**src/rtl/alu_pkg.sv**
```systemverilog
// Behaviour
// - Add and add-with-carry store the sum, set Z C N V H, one clock.
// - Word add of a constant to a register pair, sets Z C N V S, two clocks.
// - Subtract register or constant stores the difference, sets Z C N V H, one clock.
// - Subtract-with-carry also deducts the carry flag, sets Z C N V H, one clock.
// - Word subtract of a constant from a register pair, sets Z C N V S, two clocks.
// - AND with register or constant stores the result, sets only Z N V, one clock.
// - OR with register or constant stores the result, sets only Z N V, one clock.
// - Test ANDs a register with itself, keeps it, sets Z N V, one clock.
// - Increment adds one, sets Z N V, leaves carry alone, one clock.
package alu_pkg;

  // ----------------------------------------------------------------
  // Register byte offsets
  // ----------------------------------------------------------------
  localparam logic [31:0] OFF_DEST = 32'h0000_0000;
  localparam logic [31:0] OFF_SRC = 32'h0000_0004;
  localparam logic [31:0] OFF_IMM = 32'h0000_0008;
  localparam logic [31:0] OFF_PAIR_HI = 32'h0000_000c;
  localparam logic [31:0] OFF_CMD = 32'h0000_0010;
  localparam logic [31:0] OFF_FLAGS = 32'h0000_0014;
  localparam logic [31:0] OFF_STATUS = 32'h0000_0018;

  // ----------------------------------------------------------------
  // Flag positions, masks and constants
  // ----------------------------------------------------------------
  localparam int FLAG_C = 0;
  localparam int FLAG_Z = 1;
  localparam int FLAG_N = 2;
  localparam int FLAG_V = 3;
  localparam int FLAG_S = 4;
  localparam int FLAG_H = 5;
  localparam logic [5:0] FLAGS_RESET = 6'h00;
  localparam logic [5:0] MASK_ARITH = 6'h2f;
  localparam logic [5:0] MASK_WORD = 6'h1f;
  localparam logic [5:0] MASK_LOGIC = 6'h0e;
  localparam logic [7:0] BYTE_ZERO = 8'h00;
  localparam logic [7:0] INC_STEP = 8'h01;
  localparam logic [7:0] INC_OVF_VALUE = 8'h80;

  // ----------------------------------------------------------------
  // Types
  // ----------------------------------------------------------------
  typedef enum logic [3:0] {
    add_op = 4'h0,
    add_carry_op = 4'h1,
    subtract_op = 4'h2,
    subtract_immediate_op = 4'h3,
    subtract_with_carry_op = 4'h4,
    subtract_carry_immediate_op = 4'h5,
    and_op = 4'h6,
    and_immediate_op = 4'h7,
    or_op = 4'h8,
    or_immediate_op = 4'h9,
    test_value_op = 4'ha,
    increment_op = 4'hb,
    word_add_immediate_op = 4'hc,
    word_subtract_immediate_op = 4'hd
  } op_t;

  typedef enum logic [2:0] {
    k_add = 3'b000,
    k_sub = 3'b001,
    k_and = 3'b010,
    k_or = 3'b011,
    k_inc = 3'b100
  } kind_t;

  typedef enum logic [1:0] {
    st_idle = 2'b00,
    st_low = 2'b01,
    st_high = 2'b10
  } st_t;

endpackage : alu_pkg

```
**src/rtl/alu_if.sv**
```systemverilog
`timescale 1ns/10ps
interface alu_if;
  logic [7:0] a;
  logic [7:0] b;
  logic cin;
  alu_pkg::kind_t kind;
  logic [7:0] r;
  logic c;
  logic h;
  logic v;
  modport core (input a, input b, input cin, input kind, output r, output c, output h, output v);
  modport ctrl (output a, output b, output cin, output kind, input r, input c, input h, input v);
endinterface : alu_if

```
**src/rtl/alu_core.sv**
```systemverilog
`timescale 1ns/10ps
module alu_core import alu_pkg::*; (
  // Operand and result bundle
  alu_if.core io
);

  logic [8:0] wide;

  // ----------------------------------------------------------------
  // Byte-wide result and carry, half-carry, overflow
  // ----------------------------------------------------------------
  always_comb begin
    wide = 9'h000;
    io.r = BYTE_ZERO;
    io.c = 1'b0;
    io.h = 1'b0;
    io.v = 1'b0;
    case (io.kind)
      k_add: begin
        wide = {1'b0, io.a} + {1'b0, io.b} + {8'h00, io.cin};
        io.r = wide[7:0];
        io.c = wide[8];
        io.h = (io.a[3] & io.b[3]) | (io.b[3] & ~io.r[3]) | (~io.r[3] & io.a[3]);
        io.v = (io.a[7] & io.b[7] & ~io.r[7]) | (~io.a[7] & ~io.b[7] & io.r[7]);
      end
      k_sub: begin
        wide = {1'b0, io.a} - {1'b0, io.b} - {8'h00, io.cin};
        io.r = wide[7:0];
        io.c = wide[8];
        io.h = (~io.a[3] & io.b[3]) | (io.b[3] & io.r[3]) | (io.r[3] & ~io.a[3]);
        io.v = (io.a[7] & ~io.b[7] & ~io.r[7]) | (~io.a[7] & io.b[7] & io.r[7]);
      end
      k_and: begin
        io.r = io.a & io.b;
      end
      k_or: begin
        io.r = io.a | io.b;
      end
      k_inc: begin
        wide = {1'b0, io.a} + {1'b0, INC_STEP};
        io.r = wide[7:0];
        io.v = (io.r == INC_OVF_VALUE);
      end
      default: begin
        io.r = BYTE_ZERO;
      end
    endcase
  end

endmodule : alu_core

```
**src/rtl/arith_logic_unit.sv**
```systemverilog
`timescale 1ns/10ps
module arith_logic_unit import alu_pkg::*; #(
  parameter int ADDR_W = 8
) (
  // Clock and reset
  input wire logic hclk,
  input wire logic hresetn,
  // AHB-Lite slave
  input wire logic hsel,
  input wire logic [31:0] haddr,
  input wire logic [1:0] htrans,
  input wire logic hwrite,
  input wire logic [2:0] hsize,
  input wire logic [31:0] hwdata,
  input wire logic hready,
  output logic [31:0] hrdata,
  output logic hreadyout,
  output logic hresp
);

  if (ADDR_W < 5 || ADDR_W > 32) begin : g_addr_w_check
    $error("ADDR_W must lie between 5 and 32");
  end

  // ----------------------------------------------------------------
  // Decode helpers
  // ----------------------------------------------------------------
  function automatic logic hit(input logic [ADDR_W-1:0] addr, input logic [31:0] off);
    return addr == off[ADDR_W-1:0];
  endfunction : hit
  function automatic logic is_word(input op_t op);
    return op == word_add_immediate_op || op == word_subtract_immediate_op;
  endfunction : is_word
  function automatic logic uses_imm(input op_t op);
    return op == subtract_immediate_op || op == subtract_carry_immediate_op ||
           op == and_immediate_op || op == or_immediate_op || is_word(op);
  endfunction : uses_imm
  function automatic logic uses_carry(input op_t op);
    return op == add_carry_op || op == subtract_with_carry_op ||
           op == subtract_carry_immediate_op;
  endfunction : uses_carry
  function automatic logic op_legal(input logic [3:0] code);
    return code <= word_subtract_immediate_op;
  endfunction : op_legal
  function automatic kind_t op_kind(input op_t op);
    case (op)
      add_op, add_carry_op, word_add_immediate_op: return k_add;
      and_op, and_immediate_op, test_value_op: return k_and;
      or_op, or_immediate_op: return k_or;
      increment_op: return k_inc;
      default: return k_sub;
    endcase
  endfunction : op_kind
  function automatic logic [5:0] op_mask(input op_t op);
    case (op)
      and_op, and_immediate_op, or_op, or_immediate_op, test_value_op, increment_op:
        return MASK_LOGIC;
      word_add_immediate_op, word_subtract_immediate_op: return MASK_WORD;
      default: return MASK_ARITH;
    endcase
  endfunction : op_mask

  // ----------------------------------------------------------------
  // State
  // ----------------------------------------------------------------
  alu_if alu ();
  st_t state_reg;
  op_t op_reg;
  logic [7:0] dest_reg;
  logic [7:0] source_register_reg;
  logic [7:0] imm_reg;
  logic [7:0] pair_hi_reg;
  logic [5:0] flags_reg;
  logic [5:0] flags_next;
  logic [5:0] fresh;
  logic word_carry_reg;
  logic dp_valid_reg;
  logic dp_write_reg;
  logic [ADDR_W-1:0] dp_addr_reg;
  logic rd_ready_reg;
  logic [31:0] hrdata_reg;
  logic [7:0] rd_value;
  logic busy;
  logic bus_wr;
  logic op_start;
  logic commit;

  alu_core u_core (
    .io(alu)
  );

  // ----------------------------------------------------------------
  // Bus slave
  // ----------------------------------------------------------------
  assign busy = (state_reg != st_idle);
  assign bus_wr = dp_valid_reg && dp_write_reg && !busy;
  assign op_start = bus_wr && hit(dp_addr_reg, OFF_CMD) && op_legal(hwdata[3:0]);
  assign hreadyout = dp_valid_reg ? (dp_write_reg ? !busy : rd_ready_reg) : 1'b1;
  assign hresp = 1'b0;
  assign hrdata = hrdata_reg;

  always_ff @(posedge hclk or negedge hresetn) begin
    if (!hresetn) begin
      dp_valid_reg <= 1'b0;
      dp_write_reg <= 1'b0;
      dp_addr_reg <= '0;
    end else if (hready) begin
      dp_valid_reg <= hsel && htrans[1];
      dp_write_reg <= hwrite;
      dp_addr_reg <= haddr[ADDR_W-1:0];
    end
  end

  always_comb begin
    rd_value = BYTE_ZERO;
    if (hit(dp_addr_reg, OFF_DEST)) begin
      rd_value = dest_reg;
    end else if (hit(dp_addr_reg, OFF_SRC)) begin
      rd_value = source_register_reg;
    end else if (hit(dp_addr_reg, OFF_IMM)) begin
      rd_value = imm_reg;
    end else if (hit(dp_addr_reg, OFF_PAIR_HI)) begin
      rd_value = pair_hi_reg;
    end else if (hit(dp_addr_reg, OFF_CMD)) begin
      rd_value = {4'h0, op_reg};
    end else if (hit(dp_addr_reg, OFF_FLAGS)) begin
      rd_value = {2'b00, flags_reg};
    end else if (hit(dp_addr_reg, OFF_STATUS)) begin
      rd_value = {7'h00, busy};
    end
  end

  // Reads take one wait state once the sequencer is idle, so that read data leave a flip-flop
  always_ff @(posedge hclk or negedge hresetn) begin
    if (!hresetn) begin
      rd_ready_reg <= 1'b0;
      hrdata_reg <= 32'h0000_0000;
    end else if (dp_valid_reg && !dp_write_reg && !busy && !rd_ready_reg) begin
      rd_ready_reg <= 1'b1;
      hrdata_reg <= {24'h00_0000, rd_value};
    end else begin
      rd_ready_reg <= 1'b0;
    end
  end

  always_ff @(posedge hclk or negedge hresetn) begin
    if (!hresetn) begin
      source_register_reg <= BYTE_ZERO;
      imm_reg <= BYTE_ZERO;
    end else if (bus_wr && hit(dp_addr_reg, OFF_SRC)) begin
      source_register_reg <= hwdata[7:0];
    end else if (bus_wr && hit(dp_addr_reg, OFF_IMM)) begin
      imm_reg <= hwdata[7:0];
    end
  end

  // ----------------------------------------------------------------
  // Sequencer: one pass for byte ops, low then high pass for words
  // ----------------------------------------------------------------
  always_ff @(posedge hclk or negedge hresetn) begin
    if (!hresetn) begin
      state_reg <= st_idle;
      op_reg <= add_op;
    end else begin
      case (state_reg)
        st_idle: begin
          if (op_start) begin
            state_reg <= st_low;
            op_reg <= op_t'(hwdata[3:0]);
          end
        end
        st_low: begin
          state_reg <= is_word(op_reg) ? st_high : st_idle;
        end
        default: begin
          state_reg <= st_idle;
        end
      endcase
    end
  end

  always_comb begin
    alu.kind = op_kind(op_reg);
    alu.a = dest_reg;
    alu.cin = 1'b0;
    if (uses_imm(op_reg)) begin
      alu.b = imm_reg;
    end else if (op_reg == test_value_op) begin
      alu.b = dest_reg;
    end else begin
      alu.b = source_register_reg;
    end
    if (state_reg == st_high) begin
      alu.a = pair_hi_reg;
      alu.b = BYTE_ZERO;
      alu.cin = word_carry_reg;
    end else if (uses_carry(op_reg)) begin
      alu.cin = flags_reg[FLAG_C];
    end
  end

  always_ff @(posedge hclk or negedge hresetn) begin
    if (!hresetn) begin
      word_carry_reg <= 1'b0;
    end else if (state_reg == st_low) begin
      word_carry_reg <= alu.c;
    end
  end

  // ----------------------------------------------------------------
  // Results and flags
  // ----------------------------------------------------------------
  assign commit = (state_reg == st_low && !is_word(op_reg)) || state_reg == st_high;

  always_comb begin
    fresh = FLAGS_RESET;
    fresh[FLAG_C] = alu.c;
    fresh[FLAG_Z] = (alu.r == BYTE_ZERO) && (state_reg != st_high || dest_reg == BYTE_ZERO);
    fresh[FLAG_N] = alu.r[7];
    fresh[FLAG_V] = alu.v;
    fresh[FLAG_S] = alu.r[7] ^ alu.v;
    fresh[FLAG_H] = alu.h;
    flags_next = (fresh & op_mask(op_reg)) | (flags_reg & ~op_mask(op_reg));
  end

  always_ff @(posedge hclk or negedge hresetn) begin
    if (!hresetn) begin
      flags_reg <= FLAGS_RESET;
    end else if (commit) begin
      flags_reg <= flags_next;
    end else if (bus_wr && hit(dp_addr_reg, OFF_FLAGS)) begin
      flags_reg <= hwdata[5:0];
    end
  end

  always_ff @(posedge hclk or negedge hresetn) begin
    if (!hresetn) begin
      dest_reg <= BYTE_ZERO;
    end else if (state_reg == st_low && op_reg != test_value_op) begin
      dest_reg <= alu.r;
    end else if (bus_wr && hit(dp_addr_reg, OFF_DEST)) begin
      dest_reg <= hwdata[7:0];
    end
  end

  always_ff @(posedge hclk or negedge hresetn) begin
    if (!hresetn) begin
      pair_hi_reg <= BYTE_ZERO;
    end else if (state_reg == st_high) begin
      pair_hi_reg <= alu.r;
    end else if (bus_wr && hit(dp_addr_reg, OFF_PAIR_HI)) begin
      pair_hi_reg <= hwdata[7:0];
    end
  end

  // ----------------------------------------------------------------
  // Assertions
  // ----------------------------------------------------------------
  logic [15:0] pair_w;
  assign pair_w = {pair_hi_reg, dest_reg};
endmodule : arith_logic_unit

```
**config.mk**
```make
export PLATFORM = sky130hd
export DESIGN_NAME = arith_logic_unit
export DESIGN_NICKNAME = d
export VERILOG_FILES = /design/src/rtl/alu_pkg.sv /design/src/rtl/alu_if.sv /design/src/rtl/alu_core.sv /design/src/rtl/arith_logic_unit.sv
export SDC_FILE = /design/constraint.sdc
export NUM_CORES = 1
export LEC_CHECK = 0
export BUFFER_PORTS_ARGS = -buffer_cell sky130_fd_sc_hd__buf_2
export CORE_MARGIN = 3
export CORE_UTILIZATION = 30
export DETAILED_ROUTE_END_ITERATION = 12
export GPL_TIMING_DRIVEN = 1
export SYNTH_ARGS = -nofsm -noshare
export SYNTH_HDL_FRONTEND = slang
export SYNTH_SLANG_ARGS = --single-unit
```
**constraint.sdc**
```tcl
create_clock -name hclk -period 12.85 [get_ports hclk]
set_input_delay 0.6425 -clock hclk [delete_from_list [all_inputs] [get_ports hclk]]
set_output_delay 0.6425 -clock hclk [all_outputs]
set_load 0.05 [all_outputs]
```
Word level (Yosys, flattened, before mapping)
Memory sizes are Yosys's and may differ from the RTL's.
Index checks and enable logic that the tools add are counted.
{"block": "classes", "addsub": 5, "mul": 0, "div_mod_pow": 0, "order_cmp": 1, "n_eq_ne": 25, "shifts": 0, "n_mux": 29, "bitwise_logic": 34, "n_reduce_logical": 40}
{"op": "$mux W8", "count": 12}
{"op": "$pmux W8 S5", "count": 1}
{"op": "$eq A8 B5 Y1 const B", "count": 3}
{"op": "$logic_not A8 Y1", "count": 3}
{"op": "$mux W6", "count": 4}
{"op": "$eq A4 B4 Y1 const B", "count": 4}
{"op": "$eq A8 B4 Y1 const B", "count": 2}
{"op": "$logic_and A1 B1 Y1", "count": 16}
{"op": "$and A1 B1 Y1", "count": 14}
{"op": "$and A6 B6 Y6", "count": 2}
{"op": "$eq A4 B3 Y1 const B", "count": 3}
{"op": "$add A8 B8 Y9", "count": 1}
{"op": "$add A9 B1 Y9", "count": 1}
{"op": "$logic_or A1 B1 Y1", "count": 9}
{"op": "$sub A8 B8 Y9", "count": 1}
{"op": "$sub A9 B1 Y9", "count": 1}
{"op": "$add A8 B1 Y8 const B", "count": 1}
{"op": "$and A8 B8 Y8", "count": 1}
{"op": "$eq A8 B3 Y1 const B", "count": 1}
{"op": "$eq A8 B8 Y1 const B", "count": 1}
{"op": "$or A8 B8 Y8", "count": 1}
{"op": "$reduce_bool A2 Y1", "count": 4}
{"op": "$not A1 Y1", "count": 7}
{"op": "$eq A3 B2 Y1 const B", "count": 2}
{"op": "22 further kinds", "count": 39}
{"block": "word_totals", "register_bits": 64, "latchBits": 0, "mem_bits_rw": 0, "rom_bits": 144, "inputBits": 74, "wordCells": 150, "n_memories": 3}
{"name": "(name not given)", "depth": 16, "word_bits": 3, "rd": 1, "rd_clocked_by_memory_dff": 0, "write_ports": 0, "line": "arith_logic_unit.sv:55", "rtl": "case (op)"}
{"name": "(name not given)", "depth": 16, "word_bits": 3, "rd": 1, "rd_clocked_by_memory_dff": 0, "write_ports": 0, "line": "arith_logic_unit.sv:55"}
{"name": "(name not given)", "depth": 16, "word_bits": 3, "rd": 1, "rd_clocked_by_memory_dff": 0, "write_ports": 0, "line": "arith_logic_unit.sv:46", "rtl": "case (op)"}

Longest topological paths before layout
{"block": "logic_depth", "ltp_word": 17, "depth_mapped": 19, "depth_no_buf": 17}

Cells and area by module
A second synthesis with hierarchy kept.
{"block": "unflattened", "cells_unflattened": 600, "area_unflattened_um2": 5317.6}
{"mod": "arith_logic_unit", "instances": 1, "cells_per_inst": 403, "area_each_um2": 3857.4}
{"mod": "alu_core", "instances": 1, "cells_per_inst": 197, "area_each_um2": 1460.2}

Worst setup path before layout
OpenSTA, ideal clock, no wires.
{"block": "synth_timing", "path_kind": "register -> register", "startpoint": "register op_reg[3]", "endpoint": "register (tool-made name)", "setup_ps": 82, "t_arrival_ps": 4144, "required_time_ps": 12768, "slack_ps": 8625, "path_stages_with_launch": 17, "synth_period_minus_slack_ps": 4225, "path_cell_list": "dfrtp_1 clkbuf_1 buf_2 nor3_1 a221o_1 a211oi_1 inv_1 ha_1 ha_1 nor4_1 o211ai_1 a31o_1 a21oi_1 xor2_1 o2111a_1 or4_1 a31oi_1"}
{"element": "start, declared", "line": "arith_logic_unit.sv:68", "rtl": "op_t op_reg;"}
{"element": "start signal, assigned", "line": "arith_logic_unit.sv:163", "rtl": "op_reg <= add_op;"}
{"element": "start signal, assigned", "line": "arith_logic_unit.sv:169", "rtl": "op_reg <= op_t'(hwdata[3:0]);"}

==> impl_metrics.csv <==
group,metric,value,unit
outcome,run_status,"finished clean",
min_path,worst_min_delay_path_class,"reg -> reg",
synthesis,asyncSetResetFlopFracSynth,1.00,
drt,wl,14100,µm
clock_tree,worst_setup_hold_path_clk_slew,60,ps
min_path,hold-path-cell-count,2,
synthesis,postSynthCellCount,564,
run,maxCapViolCount,0,
setup_path,regToRegStartpoint,"op_reg[3]",
clock_tree,cts_repair_resize_count,0,
clock_tree,h-tree-depth,3,
pwr,p_leak,2.57,nW
grt,globalRouteMet1Util,0.212,
min_path,min-delay-start,"hrdata[3]",
grt,first_global_vias,4168,
sta,rsz_0062_raised_after_global_routing,"no",
sta,relSlewSlack,0.234,
clock_tree,tritoncts,"built",
setup_path,rrSetupSlack,7340,ps
grt,grt_overflow_total,0,
synthesis,yosysTopAreaCell,"dfrtp_1",
setup_path,rr_worst_depth,14,
drt,drt_iter0_markers,538,
pwr,clock_power_share,0.337,
drt,routedWlPerCell,17.5,µm
pwr,internal-power,0.520,mW
sta,actual_slew_at_the_worst_max_slew_pin,1140,ps
die,die_area,18500,µm²
setup_path,crit_path_start_kind,"flip-flop",
die,die_width,136,µm
sta,finalCriticalPeriod,5510,ps
grt,antenna_found_initial,0,
drt,drtPass1Iterations,5,
place,io_buffers,30,
drt,vias,4369,
grt,maximum_number_of_pins_on_one_net_before_global_route_repair,65,
setup_path,critical_path.endpoint_type,"flip-flop",
grt,grt_busiest_layer,"met2",
grt,globalRouteMet3Util,0.0192,
synthesis,synth-seq-cells,64,
setup_path,criticalPathCategory,"reg -> reg",
sta,setup_viol_count_final,0,
pwr,total_power,0.824,mW
drt,drt_drc_violations_left,0,
grt,grt_first_pass_wirelength,22500,µm
pwr,combinationalPowerShare,0.362,
clock_tree,cts_buffers,9,
pwr,powerDensity,146,nW/µm²
synthesis,synth.most_common_cell,"dfrtp_1",
clock_tree,cts_hold_repair.buffers,0,
synthesis,cell_types_with_the_highest_counts_after_synthesis,"dfrtp_1, nand2_1, o21ai_0, inv_1",
final_layout,fin_nets,698,
clock_tree,clk-insertion-delay-late,330,ps
drt,vias_per_cell,5.43,
synthesis,synth_enable_flop_cells,0,
pwr,power.ir.vdd_worst,0.0933,mV
final_layout,num_antenna_cells,0,
min_path,worst_hold_path.endpoint,"hrdata[3]",
synthesis,synth_seq_area_share,0.316,
grt,grt_util_all_layers,0.152,
sta,timing.final.hold_violations,0,
clock_tree,clock_sinks,64,
synthesis,post_synth_main_area_contributors,"dfrtp_1, ha_1, mux2_2",
drt,drt.antenna.violating_nets,0,
die,initial_utilization,0.312,
setup_path,worst-path-max-fanout,17,
pwr,netsw,0.304,mW
synthesis,netlist-cell-type-count,65,
grt,met2_usage,0.249,
die,die_y,136,µm
final_layout,final_layout_size_suffix_gt1_frac,0.166,
place,gp_congestion,0.892,
sta,period_utilisation_layout,0.429,
die,core-area,16200,µm²
pwr,p_seq_frac,0.302,
synthesis,mappedNetlistArea,5070,µm²
synthesis,ys.flop_type,"dfrtp_1",
pwr,power_switching_share,0.369,
sta,setup_tns,0,ps
setup_path,worstPathArrival,5750,ps
die,num_rows,46,
die,boundaryPins,108,
synthesis,yosys_warnings,0,
final_layout,layout.filler_cells,1684,
sta,fmax,182,MHz
final_layout,area_growth_syn_to_layout,11.6,%
sta,final_slew_viol_count,0,
clock_tree,clk_path_buf_depth,2,
setup_path,crit_required,13090,ps
sta,timing.clock.skew,7.00,ps
synthesis,avgSynthCellArea,8.99,µm²
clock_tree,clock-root-buffer,"clkbuf_16",
synthesis,post-synth-top-area-fraction,0.316,
clock_tree,post-cts-setup-buffer-count,0,
place,dp.final_hpwl,10700,µm
area by class of cell:
class,count,area (µm²),share of cell area
clock buffer,9,225,0.0398
clock inverter,7,120,0.0212
inverter,37,139,0.0245
multi-input combinational,440,3140,0.554
sequential,64,1600,0.283
tap,216,270,0.0478
timing repair buffer,32,165,0.0292
power by group through the flow:
| stage | clock [mW] | combinational [mW] | sequential [mW] |
|---|---|---|---|
| floorplan | 0 | 0.228 | 0.240 |
| global placement | 0 | 0.282 | 0.249 |
| detailed placement | 0 | 0.291 | 0.251 |
| CTS | 0.283 | 0.293 | 0.247 |
| global route | 0.293 | 0.328 | 0.251 |
| finish | 0.277 | 0.298 | 0.249 |
cell families after synthesis:
kind of cell,synth area share
XOR/XNOR,0.0190
adder cells (fa/ha/maj),0.106
multiplexers,0.122
AND/OR/NAND/NOR,0.160
flip-flops,0.316
buffers and inverters,0.0842
other,0.000740
AO/OA/AOI/OAI,0.191
per-stage QoR:
step / cells / cell area, µm² / utilization / hold WS (ps) / worst slack (ps)
finish: 805 / 5660 / 0.349 / 475 / 7340
global route: 805 / 5660 / 0.349 / 505 / 7030
CTS: 805 / 5660 / 0.349 / 480 / 7410
detailed placement: 789 / 5310 / 0.327 / 462 / 7460
global placement: 789 / 5310 / 0.327 / 464 / 7560
floorplan: 588 / 5160 / - / 347 / 8620
worst max-delay path, cell delays in order, from the launching register on:
cell and delay, ps:
dfrtp_1 710, nand2_1 280, a221o_1 570, a211oi_1 750, inv_1 200, ha_1 420
ha_1 260, nor4_1 260, o211ai_1 190, a31o_1 270, a21oi_1 230, xor2_1 140
o2111a_1 370, or4_1 560, a31oi_1 200
worst max-delay path by stage:
| stage | endpoint | slack (ps) | startpoint |
|---|---|---|---|
| 2_1_floorplan | flip-flop | 8620 | op_reg[3] |
| 3_3_place_gp | flip-flop | 7560 | op_reg[3] |
| 3_5_place_dp | flip-flop | 7460 | op_reg[3] |
| 4_1_cts | flip-flop | 7410 | op_reg[3] |
| 5_1_grt | flip-flop | 7030 | op_reg[3] |
| 6_report | flip-flop | 7340 | op_reg[3] |
placed cells by master (no fill, tap or decap), drive strengths merged, types with 8 or more instances in the layout:
cell	netlist	routed
ha	35	35
nand2	54	54
mux2i	26	26
nor3	10	10
a21oi	22	22
a22oi	8	8
nand2b	8	8
clkbuf	14	9
or2	8	8
mux2	31	31
a31oi	8	8
o21ai	49	49
nor2	35	35
nand3	12	12
conb	1	25
inv	37	37
buf	33	32
dfrtp	64	64
routing by layer:
layer,part of all wire,vias to the layer above,wire length [µm]
li1,-,2039,-
met1,0.45,2135,6330
met2,0.48,176,6710
met3,0.060,19,848
met4,0.012,0,175
met5,0,-,0
(Power assumes the default switching activity.)
